**config.mk**
```make
export PLATFORM = sky130hd
export DESIGN_NAME = tgw_tailgate_warn
export DESIGN_NICKNAME = d
export VERILOG_FILES = /design/src/unused_placeholder_none.sv /design/src/tgw_pkg.sv /design/src/tgw_input_qual.sv /design/src/tgw_tailgate_warn.sv
export VERILOG_INCLUDE_DIRS = /design/src /design/src/src
export SDC_FILE = /design/constraint.sdc
export NUM_CORES = 1
export LEC_CHECK = 0
export ABC_AREA = 1
export BUFFER_PORTS_ARGS = -buffer_cell sky130_fd_sc_hd__buf_2
export CAP_MARGIN = 20
export CORE_AREA = 2 2 102 104
export DETAILED_ROUTE_END_ITERATION = 12
export DIE_AREA = 0 0 104 106
export MAX_ROUTING_LAYER = met4
export SLEW_MARGIN = 5
export SYNTH_ARGS = -nofsm -noshare
export SYNTH_HDL_FRONTEND = slang
export SYNTH_SLANG_ARGS = --single-unit
export TNS_END_PERCENT = 10
```
**constraint.sdc**
```tcl
create_clock -name sys_clk -period 4.1 [get_ports sys_clk]
set_input_delay 0.615 -clock sys_clk [delete_from_list [all_inputs] [get_ports sys_clk]]
set_output_delay 0.615 -clock sys_clk [all_outputs]
set_load 0.01 [all_outputs]
```
**src/tgw_map.svh**
```systemverilog
`ifndef TGW_MAP_SVH
`define TGW_MAP_SVH

// clock rate and timebase
`define TGW_CLK_KHZ        100000
`define TGW_TICK_MS        100
`define TGW_TICK_CYCLES    (`TGW_TICK_MS * `TGW_CLK_KHZ)
`define TGW_TICKS_PER_S    4'hA
`define TGW_FLASH_MS       600
`define TGW_FLASH_TICKS    (`TGW_FLASH_MS / `TGW_TICK_MS)
`define TGW_BEEP_TICKS     4'h1

// polarity selector encoding
`define TGW_POL_OPEN       2'h0
`define TGW_POL_GND        2'h1
`define TGW_POL_UNUSED     2'h2
`define TGW_POL_12V        2'h3

// gear interlock modes
`define TGW_GEAR_IGNORE    2'h0
`define TGW_GEAR_NOT_REV   2'h1
`define TGW_GEAR_ONLY_REV  2'h2
`define TGW_GEAR_OR_REV    2'h3

// configuration ranges and defaults
`define TGW_CONT_MAX_S     6'h3C
`define TGW_CONT_DEF_S     6'h0A
`define TGW_INTV_MIN_S     6'h0A
`define TGW_INTV_MAX_S     6'h3C
`define TGW_INTV_DEF_S     6'h14
`define TGW_POL_DEF        2'h3
`define TGW_GEAR_DEF       2'h3
`define TGW_BRAKE_DEF      1'h0

// pin level bits: [1] pin at 12 V, [0] pin grounded
`define TGW_LVL_12V_BIT    1
`define TGW_LVL_GND_BIT    0

`endif

```
**src/unused_placeholder_none.sv**
```systemverilog
`timescale 1ns/100ps

```
**src/tgw_pkg.sv**
```systemverilog
package tgw_pkg;

  typedef enum logic [1:0] {
    TGW_IDLE,
    TGW_CONT,
    TGW_PERIODIC
  } tgw_state_t;

  // state of the input qualifier
  typedef struct packed {
    logic [1:0] meta;
    logic [1:0] lvl;
    logic       active;
  } tgw_qual_t;

  // state of the warning core
  typedef struct packed {
    tgw_state_t  st;
    logic [23:0] tick_cnt;
    logic [3:0]  sub_cnt;
    logic [3:0]  flash_cnt;
    logic [5:0]  sec_cnt;
    logic [3:0]  beep_cnt;
    logic        flash_ph;
    logic        gate_lamp;
    logic        rear_lamp;
    logic        alarm;
  } tgw_core_t;

endpackage : tgw_pkg

```
**src/tgw_input_qual.sv**
```systemverilog
`timescale 1ns/100ps
`include "tgw_map.svh"

// brings one pin level into the clock domain and judges it active
module tgw_input_qual (
  input  wire logic       sys_clk,
  input  wire logic       rstn,
  input  wire logic [1:0] pin_level,
  input  wire logic [1:0] polarity_sel,
  output logic            active
);

  tgw_pkg::tgw_qual_t s_q;
  tgw_pkg::tgw_qual_t s_d;

  // second stage alone feeds the decode; first stage is read only by the second
  always_comb begin
    s_d      = s_q;
    s_d.meta = pin_level;
    s_d.lvl  = s_q.meta;
    case (polarity_sel)
      `TGW_POL_OPEN: s_d.active = ~s_q.lvl[`TGW_LVL_12V_BIT] &
                                  ~s_q.lvl[`TGW_LVL_GND_BIT];
      `TGW_POL_GND:  s_d.active = s_q.lvl[`TGW_LVL_GND_BIT];
      `TGW_POL_12V:  s_d.active = s_q.lvl[`TGW_LVL_12V_BIT];
      default:       s_d.active = 1'b0;
    endcase
  end

  always_ff @(posedge sys_clk or negedge rstn) begin
    if (!rstn) begin
      s_q <= '0;
    end else begin
      s_q <= s_d;
    end
  end

  assign active = s_q.active;

endmodule : tgw_input_qual

```
**src/tgw_tailgate_warn.sv**
```systemverilog
// Overview of operation
// - gate sense judged active by 2-bit polarity: open, ground, unused, 12 V
// - with brake-released-only set, gate alert only while brake released
// - gear mode 0 ignores gear, 1 not in reverse, 2 only in reverse
// - gear mode 3 alerts on gate sense or reverse, whichever occurs
// - gate open and brake released: continuous alarm for 0..60 s setting
// - continuous time 0 means alarm stays on while the gate condition holds with brake released
// - after continuous time, single beeps spaced by 10..60 s interval
// - driver-call input judged active by its own 2-bit polarity selector
// - park brake set with gate condition: gate lamp lit steadily
// - brake released with gate condition: lamp flashes, alarm per timing
// - gate lamp flash toggles every 0.6 seconds
// - active driver call lights the rear-alert lamp and sounds the alarm
// - driver call works only with the key in ignition position
`timescale 1ns/100ps
`include "tgw_map.svh"

module tgw_tailgate_warn #(
  parameter int unsigned TICK_CYCLES = `TGW_TICK_CYCLES
) (
  input  wire logic       sys_clk,
  input  wire logic       rstn,
  input  wire logic [1:0] gate_sense_level,
  input  wire logic [1:0] driver_call_level,
  input  wire logic       park_brake_set,
  input  wire logic       in_reverse,
  input  wire logic       ignition_on,
  input  wire logic [1:0] gate_input_polarity_sel,
  input  wire logic [1:0] driver_call_polarity_sel,
  input  wire logic       brake_released_only,
  input  wire logic [1:0] gear_interlock_mode,
  input  wire logic [5:0] continuous_beep_time_s,
  input  wire logic [5:0] beep_interval_s,
  output logic            gate_open_lamp,
  output logic            rear_alert_lamp,
  output logic            alarm_on
);

  localparam logic [23:0] TICK_LAST = 24'(TICK_CYCLES - 1);
  localparam logic [3:0]  FLASH_LAST = 4'(`TGW_FLASH_TICKS - 1);
  localparam logic [3:0]  SUB_LAST = `TGW_TICKS_PER_S - 4'h1;

  logic gate_act;
  logic call_act;
  logic brake_s;
  logic rev_s;
  logic ign_s;

  tgw_pkg::tgw_core_t s_q;
  tgw_pkg::tgw_core_t s_d;

  // every pin goes through the same two-stage qualifier
  tgw_input_qual u_gate (
    .sys_clk      (sys_clk),
    .rstn         (rstn),
    .pin_level    (gate_sense_level),
    .polarity_sel (gate_input_polarity_sel),
    .active       (gate_act)
  );

  tgw_input_qual u_call (
    .sys_clk      (sys_clk),
    .rstn         (rstn),
    .pin_level    (driver_call_level),
    .polarity_sel (driver_call_polarity_sel),
    .active       (call_act)
  );

  // vehicle status lines are plain active-high levels
  tgw_input_qual u_brake (
    .sys_clk      (sys_clk),
    .rstn         (rstn),
    .pin_level    ({park_brake_set, 1'b0}),
    .polarity_sel (`TGW_POL_12V),
    .active       (brake_s)
  );

  tgw_input_qual u_rev (
    .sys_clk      (sys_clk),
    .rstn         (rstn),
    .pin_level    ({in_reverse, 1'b0}),
    .polarity_sel (`TGW_POL_12V),
    .active       (rev_s)
  );

  tgw_input_qual u_ign (
    .sys_clk      (sys_clk),
    .rstn         (rstn),
    .pin_level    ({ign_on_level(ignition_on), 1'b0}),
    .polarity_sel (`TGW_POL_12V),
    .active       (ign_s)
  );

  function automatic logic ign_on_level(input logic v);
    ign_on_level = v;
  endfunction : ign_on_level

  logic       gear_ok;
  logic       gate_cond;
  logic [5:0] cont_lim;
  logic [5:0] intv_lim;
  logic       tick;

  // gear interlock and brake qualification of the gate alert
  always_comb begin
    case (gear_interlock_mode)
      `TGW_GEAR_IGNORE:   gear_ok = gate_act;
      `TGW_GEAR_NOT_REV:  gear_ok = gate_act & ~rev_s;
      `TGW_GEAR_ONLY_REV: gear_ok = gate_act & rev_s;
      default:            gear_ok = gate_act | rev_s;
    endcase
    gate_cond = gear_ok & ~(brake_released_only & brake_s);
  end

  // out-of-range settings clamp rather than stall the timers
  always_comb begin
    cont_lim = continuous_beep_time_s;
    if (continuous_beep_time_s > `TGW_CONT_MAX_S) begin
      cont_lim = `TGW_CONT_MAX_S;
    end
    intv_lim = beep_interval_s;
    if (beep_interval_s < `TGW_INTV_MIN_S) begin
      intv_lim = `TGW_INTV_MIN_S;
    end else if (beep_interval_s > `TGW_INTV_MAX_S) begin
      intv_lim = `TGW_INTV_MAX_S;
    end
  end

  assign tick = (s_q.tick_cnt == TICK_LAST);

  // warning sequencer, all state in one struct
  always_comb begin
    logic sec;
    logic warn;
    logic call_on;
    sec     = 1'b0;
    warn    = 1'b0;
    call_on = 1'b0;
    s_d     = s_q;

    // free-running timebase of 0.1 s ticks
    s_d.tick_cnt = tick ? 24'h000000 : s_q.tick_cnt + 24'h000001;
    if (tick) begin
      s_d.sub_cnt = (s_q.sub_cnt == SUB_LAST) ? 4'h0
                                               : s_q.sub_cnt + 4'h1;
      sec = (s_q.sub_cnt == SUB_LAST);
    end

    warn = gate_cond & ~brake_s;
    case (s_q.st)
      tgw_pkg::TGW_IDLE: begin
        if (warn) begin
          s_d.st        = tgw_pkg::TGW_CONT;
          s_d.sec_cnt   = 6'h00;
          s_d.sub_cnt   = 4'h0;
          s_d.flash_cnt = 4'h0;
          s_d.flash_ph  = 1'b1; // flash starts in the lit phase
        end
      end
      tgw_pkg::TGW_CONT: begin
        if (!warn) begin
          s_d.st = tgw_pkg::TGW_IDLE;
        end else if (sec && cont_lim != 6'h00) begin
          s_d.sec_cnt = s_q.sec_cnt + 6'h01;
          if (s_q.sec_cnt + 6'h01 >= cont_lim) begin
            s_d.st       = tgw_pkg::TGW_PERIODIC;
            s_d.sec_cnt  = 6'h00;
          end
        end
      end
      tgw_pkg::TGW_PERIODIC: begin
        if (!warn) begin
          s_d.st = tgw_pkg::TGW_IDLE;
        end else if (cont_lim == 6'h00) begin
          // endless setting taken mid-warning, not only at entry
          s_d.st = tgw_pkg::TGW_CONT;
        end else if (sec) begin
          if (s_q.sec_cnt + 6'h01 >= intv_lim) begin
            s_d.sec_cnt  = 6'h00;
            s_d.beep_cnt = `TGW_BEEP_TICKS;
          end else begin
            s_d.sec_cnt = s_q.sec_cnt + 6'h01;
          end
        end
      end
      default: begin
        s_d.st = tgw_pkg::TGW_IDLE;
      end
    endcase

    // single beep runs down on the 0.1 s tick
    if (s_d.st != tgw_pkg::TGW_PERIODIC) begin
      s_d.beep_cnt = 4'h0;
    end else if (tick && s_q.beep_cnt != 4'h0 && !sec) begin
      s_d.beep_cnt = s_q.beep_cnt - 4'h1;
    end

    // flash phase toggles every 0.6 s while the brake is released
    if (s_q.st != tgw_pkg::TGW_IDLE && tick) begin
      if (s_q.flash_cnt == FLASH_LAST) begin
        s_d.flash_cnt = 4'h0;
        s_d.flash_ph  = ~s_q.flash_ph;
      end else begin
        s_d.flash_cnt = s_q.flash_cnt + 4'h1;
      end
    end

    call_on = call_act & ign_s;

    // lamp: steady with brake set, flashing once released
    if (gate_cond && brake_s) begin
      s_d.gate_lamp = 1'b1;
    end else if (s_d.st != tgw_pkg::TGW_IDLE) begin
      s_d.gate_lamp = s_d.flash_ph;
    end else begin
      s_d.gate_lamp = 1'b0;
    end

    s_d.rear_lamp = call_on;
    s_d.alarm     = call_on |
                    (s_d.st == tgw_pkg::TGW_CONT) |
                    (s_d.beep_cnt != 4'h0);
  end

  always_ff @(posedge sys_clk or negedge rstn) begin
    if (!rstn) begin
      s_q <= '0;
    end else begin
      s_q <= s_d;
    end
  end

  assign gate_open_lamp  = s_q.gate_lamp;
  assign rear_alert_lamp = s_q.rear_lamp;
  assign alarm_on        = s_q.alarm;

endmodule : tgw_tailgate_warn

```
; ---- Yosys cells after proc, flatten, opt, wreduce, memory -nomap -nowiden
; Index checks and enable logic that the tools add are counted.
[totals]
latchBits = 0
register_bits = 67
wordCells = 133
mem_count = 0
mem_bits_rw = 0
rom_bits = 0
out_inout_bits = 3
[classes]
n_addsub = 5
shifts = 0
mul = 0
mux = 39
div = 0
n_reduce_logical = 21
order_cmp = 5
n_bitwise = 19
n_eq_ne = 19
[op_table]
columns = operator, count
row1 = $mux 6, 7
row2 = $mux 4, 8
row3 = $mux 10, 3
row4 = $add 24x1->24 const B, 1
row5 = $eq 24x24->1 const B, 1
row6 = $mux 24, 1
row7 = $pmux 6 s3, 1
row8 = $mux 14, 1
row9 = $ne 2x2->1 const B, 7
row10 = $ge 6x6->1, 2
row11 = $gt 6x6->1 const B, 2
row12 = $mux 2, 6
row13 = $eq 2x1->1 const B, 5
row14 = $pmux 1 s3, 3
row15 = $add 4x1->4 const B, 2
row16 = $and 1x1->1, 8
row17 = $eq 2x2->1 const B, 4
row18 = $logic_not 2->1, 4
row19 = $mux 8, 1
row20 = $not 1->1, 8
row21 = $reduce_bool 2->1, 4
row22 = $reduce_bool 4->1, 2
row23 = $mux 1, 7
row24 = $reduce_and 7->1, 1
row25 = other kinds (13), 19

; ---- Depth between registers and ports, before layout
[logic_depth]
ltp_word = 13
ltp_mapped = 18
mapped_depth_nobuf = 18

; ---- By module
; From an unflattened synthesis, not the netlist that was laid out.
[hier_totals]
hier_cells = 488
area_unflattened_um2 = 4035.1
[modules_own_cells]
columns = mod, seq_area_each_um2, cells_each, area_each_um2, instances
row1 = tgw_tailgate_warn, 1201.2, 428, 3259.4, 1
row2 = tgw_input_qual, 125.1, 12, 155.1, 5

; ---- Least setup slack after synthesis
; OpenSTA, ideal clock, no wires.
[synth_timing]
kind = input -> register
startpoint = input continuous_beep_time_s[5]
endpoint = register s_q, in the netlist alarm_on
path_slack_ps = 1649
path_stages = 17
t_required_ps = 4031
t_arrival_ps = 2383
path_cell_list = inv_1 -> nor4_1 -> a21boi_0 -> ha_1 -> inv_1 -> a21oi_1 -> o21ai_0 -> nand3_1 -> nand2_1 -> inv_1 -> nand2_1 -> nand2_1 -> nand2_1 -> nand2_1 -> o21ai_0 -> inv_1 -> nand3_1
[synth_lines]
columns = item, line
row1 = from (decl), tgw_tailgate_warn.sv:32  ; input wire logic [5:0] continuous_beep_time_s,
row2 = to (signal assigned), tgw_tailgate_warn.sv:227  ; s_q <= '0;
row3 = to (signal assigned), tgw_tailgate_warn.sv:229  ; s_q <= s_d;
row4 = to (decl), tgw_tailgate_warn.sv:49  ; tgw_pkg::tgw_core_t s_q;

==> out/metrics.csv <==
metric;value;unit
vias in the first global route;2951;
FP Rows;37;
Mapped Nets;529;
CP Data Required Time;4380;ps
CORE AREA;10000;µm²
drt wl/cell;10.9;µm
WP buf/inv;3;
Mapped Area;3870;µm²
CP top delay family;simple AND/OR/NAND/NOR gates;
final net count;572;
total grt overflow;0;
Tmin final;2600;ps
Leak;2.32;nW
worst setup path class;reg -> reg;
hold_buf cts;0;
DRT iter0 DRCs;194;
share of the synthesized area in the top cell type;43.3;%
first-pass GRT wire length;12.9;mm
die height;106;µm
Worst-Skew Late Latency;340;ps
# diodes;0;
PostCTS Resize Cnt;0;
R2R Path Start;s_q[8];
Setup Skew;12.0;ps
worst endpoint data arrival time;2890;ps
Total GRT Usage;14.7;%
Seq/Total Area, Yosys;43.3;%
pre-CTS WS;1360;ps
worst vdd ir;239;µV
CP startpoint;s_q[8];
post-CTS setup buffers;0;
CP max FO;6;
# Max-Cap Violations;0;
hold violation count in the final report;0;
CTS root buffer;clkbuf_8;
Avg Cell Area, Syn;8.12;µm²
Antenna Nets Post-Route;0;
share of cells above drive strength 1;15.2;%
TNS Setup;0;ps
I/O Pins;31;
Final HPWL DP;5.56;mm
synth unique cells;41;
DR DRC count;0;
vias per cell;4.71;
Final Core Density;44.4;%
clock sink total;67;
GPL Wtd Cong;0.849;
CP max-delay cell;dfrtp_1;
Tcrit/Tclk final;63.5;%
status;complete, no violations;
deepest clock path buffer count;2;
Max transition margin;75.6;%
CTS tree;done;
worst slew pin tran;362;ps
crit path launch type;register;
CP endpoint kind;register;
Max Slew Vio Count;0;
Starting Density;38.7;%
synthesized instance count;477;
CTS buffer count;9;
Hold Crit Class;in -> async;
critical path's largest stage delay;470;ps
antenna violations before repair;0;
Worst Setup Slack, final;1500;ps
unrepaired setup endpoints after global routing;false;
routed wire length;7.21;mm
Max Fclk;384;MHz
htree depth;3;
clk slew on worst S/H paths;80;ps
cell accounting for the most synthesized area;dfrtp_1;
largest net degree at the start of global routing;48;
via count;3113;
power density cells;357;nW/µm²
Port Buffers;30;
die area;11000;µm²
Cell Chain, Critical Path;nand3_1 > nand3b_1 > xor2_1 > inv_1 > ha_1 > a21o_1 > nor2_1 > nand3_1 > nand2_1 > inv_1 > nand2_1 > nand2_1 > nand2_1 > nand2_1 > o21ai_0 > inv_1 > nand3_1;
die span in x;104;µm
P&R area growth vs syn;14.6;%
crit-path most repeated cell;nand2_1;
Setup-failing EPs final;0;
YS warnings;0;
TritonRoute pass-1 iters;4;
top cells by area, synth;dfrtp_1 43%, nand2_1 8.8%, inv_1 8.7%;
synthesized flop and latch total;67;
[Yosys cell counts, drive strengths merged]
cell / instances
a211oi: 1
a21boi: 1
a21o: 2
a21oi: 21
a31oi: 2
and3: 3
dfrtp: 67
ha: 24
inv: 95
nand2: 97
nand3: 31
nand3b: 3
nand4: 10
nor2: 59
nor3: 12
nor4: 2
o211ai: 2
o21a: 1
o21ai: 21
o21bai: 2
o221ai: 1
o22ai: 3
o31ai: 2
or2: 2
xnor2: 2
xor2: 11
[routing by layer]
metal	global-route usage, %	vias up	part of all wire, %
li1	-	1602	-
met1	18.9	1443	50
met2	22.6	52	44
met3	3.13	16	3.7
met4	6.56	0	2.5
met5	-	-	0
[worst paths after layout]
kind                             endpoint  slack, ps  cells past startpoint
setup / recovery                 alarm_on       1500                     17
hold / removal             gate_open_lamp         90                      1
setup reg to reg                 alarm_on       1500                     17
hold reg to reg              u_ign.active        350                      0
max in group asynchronous         s_q[21]       3200                      3
min in group sys_clk         u_ign.active        350                      0
[where the power goes]
part | leakage, nW | internal [mW] | switching (mW)
Combinational | 1.35 | 0.100 | 0.171
Clock | 0.106 | 0.343 | 0.255
Sequential | 0.867 | 0.692 | 0.0233
Total | 2.32 | 1.14 | 0.449
[kinds of logic (layout without fill, tap and decap cells)]
| group | Yosys count | in the layout | share of synthesized area, % |
|---|---|---|---|
| XOR/XNOR | 13 | 13 | 2.94 |
| AND/OR/NAND/NOR | 219 | 219 | 27.1 |
| flip-flops | 67 | 67 | 43.3 |
| buffers and inverters | 95 | 143 | 9.33 |
| adder cells (fa/ha/maj) | 24 | 24 | 7.75 |
| AO/OA/AOI/OAI | 59 | 59 | 9.63 |
[placed cells by master (no fill, tap or decap), types with 2 or more instances in the layout]
| master | count |
|---|---|
| nand2_1 | 91 |
| inv_1 | 90 |
| dfrtp_1 | 67 |
| nor2_1 | 49 |
| buf_2 | 30 |
| nand3_1 | 28 |
| ha_1 | 24 |
| o21ai_0 | 20 |
| a21oi_1 | 18 |
| nor3_1 | 11 |
| xor2_1 | 11 |
| clkbuf_8 | 9 |
| nand4_1 | 8 |
| nor2_2 | 5 |
| nand2_2 | 5 |
| nor2_4 | 5 |
| inv_2 | 4 |
| and3_1 | 3 |
| nand3b_1 | 3 |
| o22ai_1 | 3 |
| nor4_1 | 2 |
| a31oi_1 | 2 |
| nand3_2 | 2 |
| or2_2 | 2 |
| a21o_1 | 2 |
| o21bai_1 | 2 |
| a21oi_4 | 2 |
| xnor2_1 | 2 |
| o211ai_1 | 2 |
| clkinv_4 | 2 |
| bufinv_16 | 2 |
[final cells by class]
| cell class | count | area, µm² |
|---|---|---|
| Fill cell | 1018 | 5560 |
| Multi-Input combinational cell | 315 | 1840 |
| Sequential cell | 67 | 1680 |
| Inverter | 95 | 362 |
| Timing Repair Buffer | 32 | 178 |
| Tap cell | 136 | 170 |
| Clock buffer | 10 | 128 |
| Clock inverter | 6 | 90.1 |
[worst register-to-register path: stages, from the launching register on]
cell	delay (ps)
dfrtp_1	470
nand3_1	140
nand3b_1	190
xor2_1	190
inv_1	100
ha_1	310
a21o_1	150
nor2_1	150
nand3_1	160
nand2_1	90
inv_1	40
nand2_1	80
nand2_1	50
nand2_1	70
nand2_1	80
o21ai_0	150
inv_1	60
nand3_1	70
[registers in the layout (all words and copies together), names as in the netlist, 2 cells and up]
name and cells:
s_q 45, u_call.s_d 2, u_call.s_q 2, u_gate.s_d 2, u_gate.s_q 2
[stage by stage]
step	hold slack (ps)	total power, mW	instance area [µm²]	cells
after floorplan	319	0.909	3870	477
after global placement	332	0.995	4200	644
after detailed placement	335	1.00	4200	644
after CTS	348	1.61	4420	660
after global routing	84.9	1.68	4440	661
final	93.5	1.58	4440	661
No activity file was read; power rests on OpenSTA's default activity.
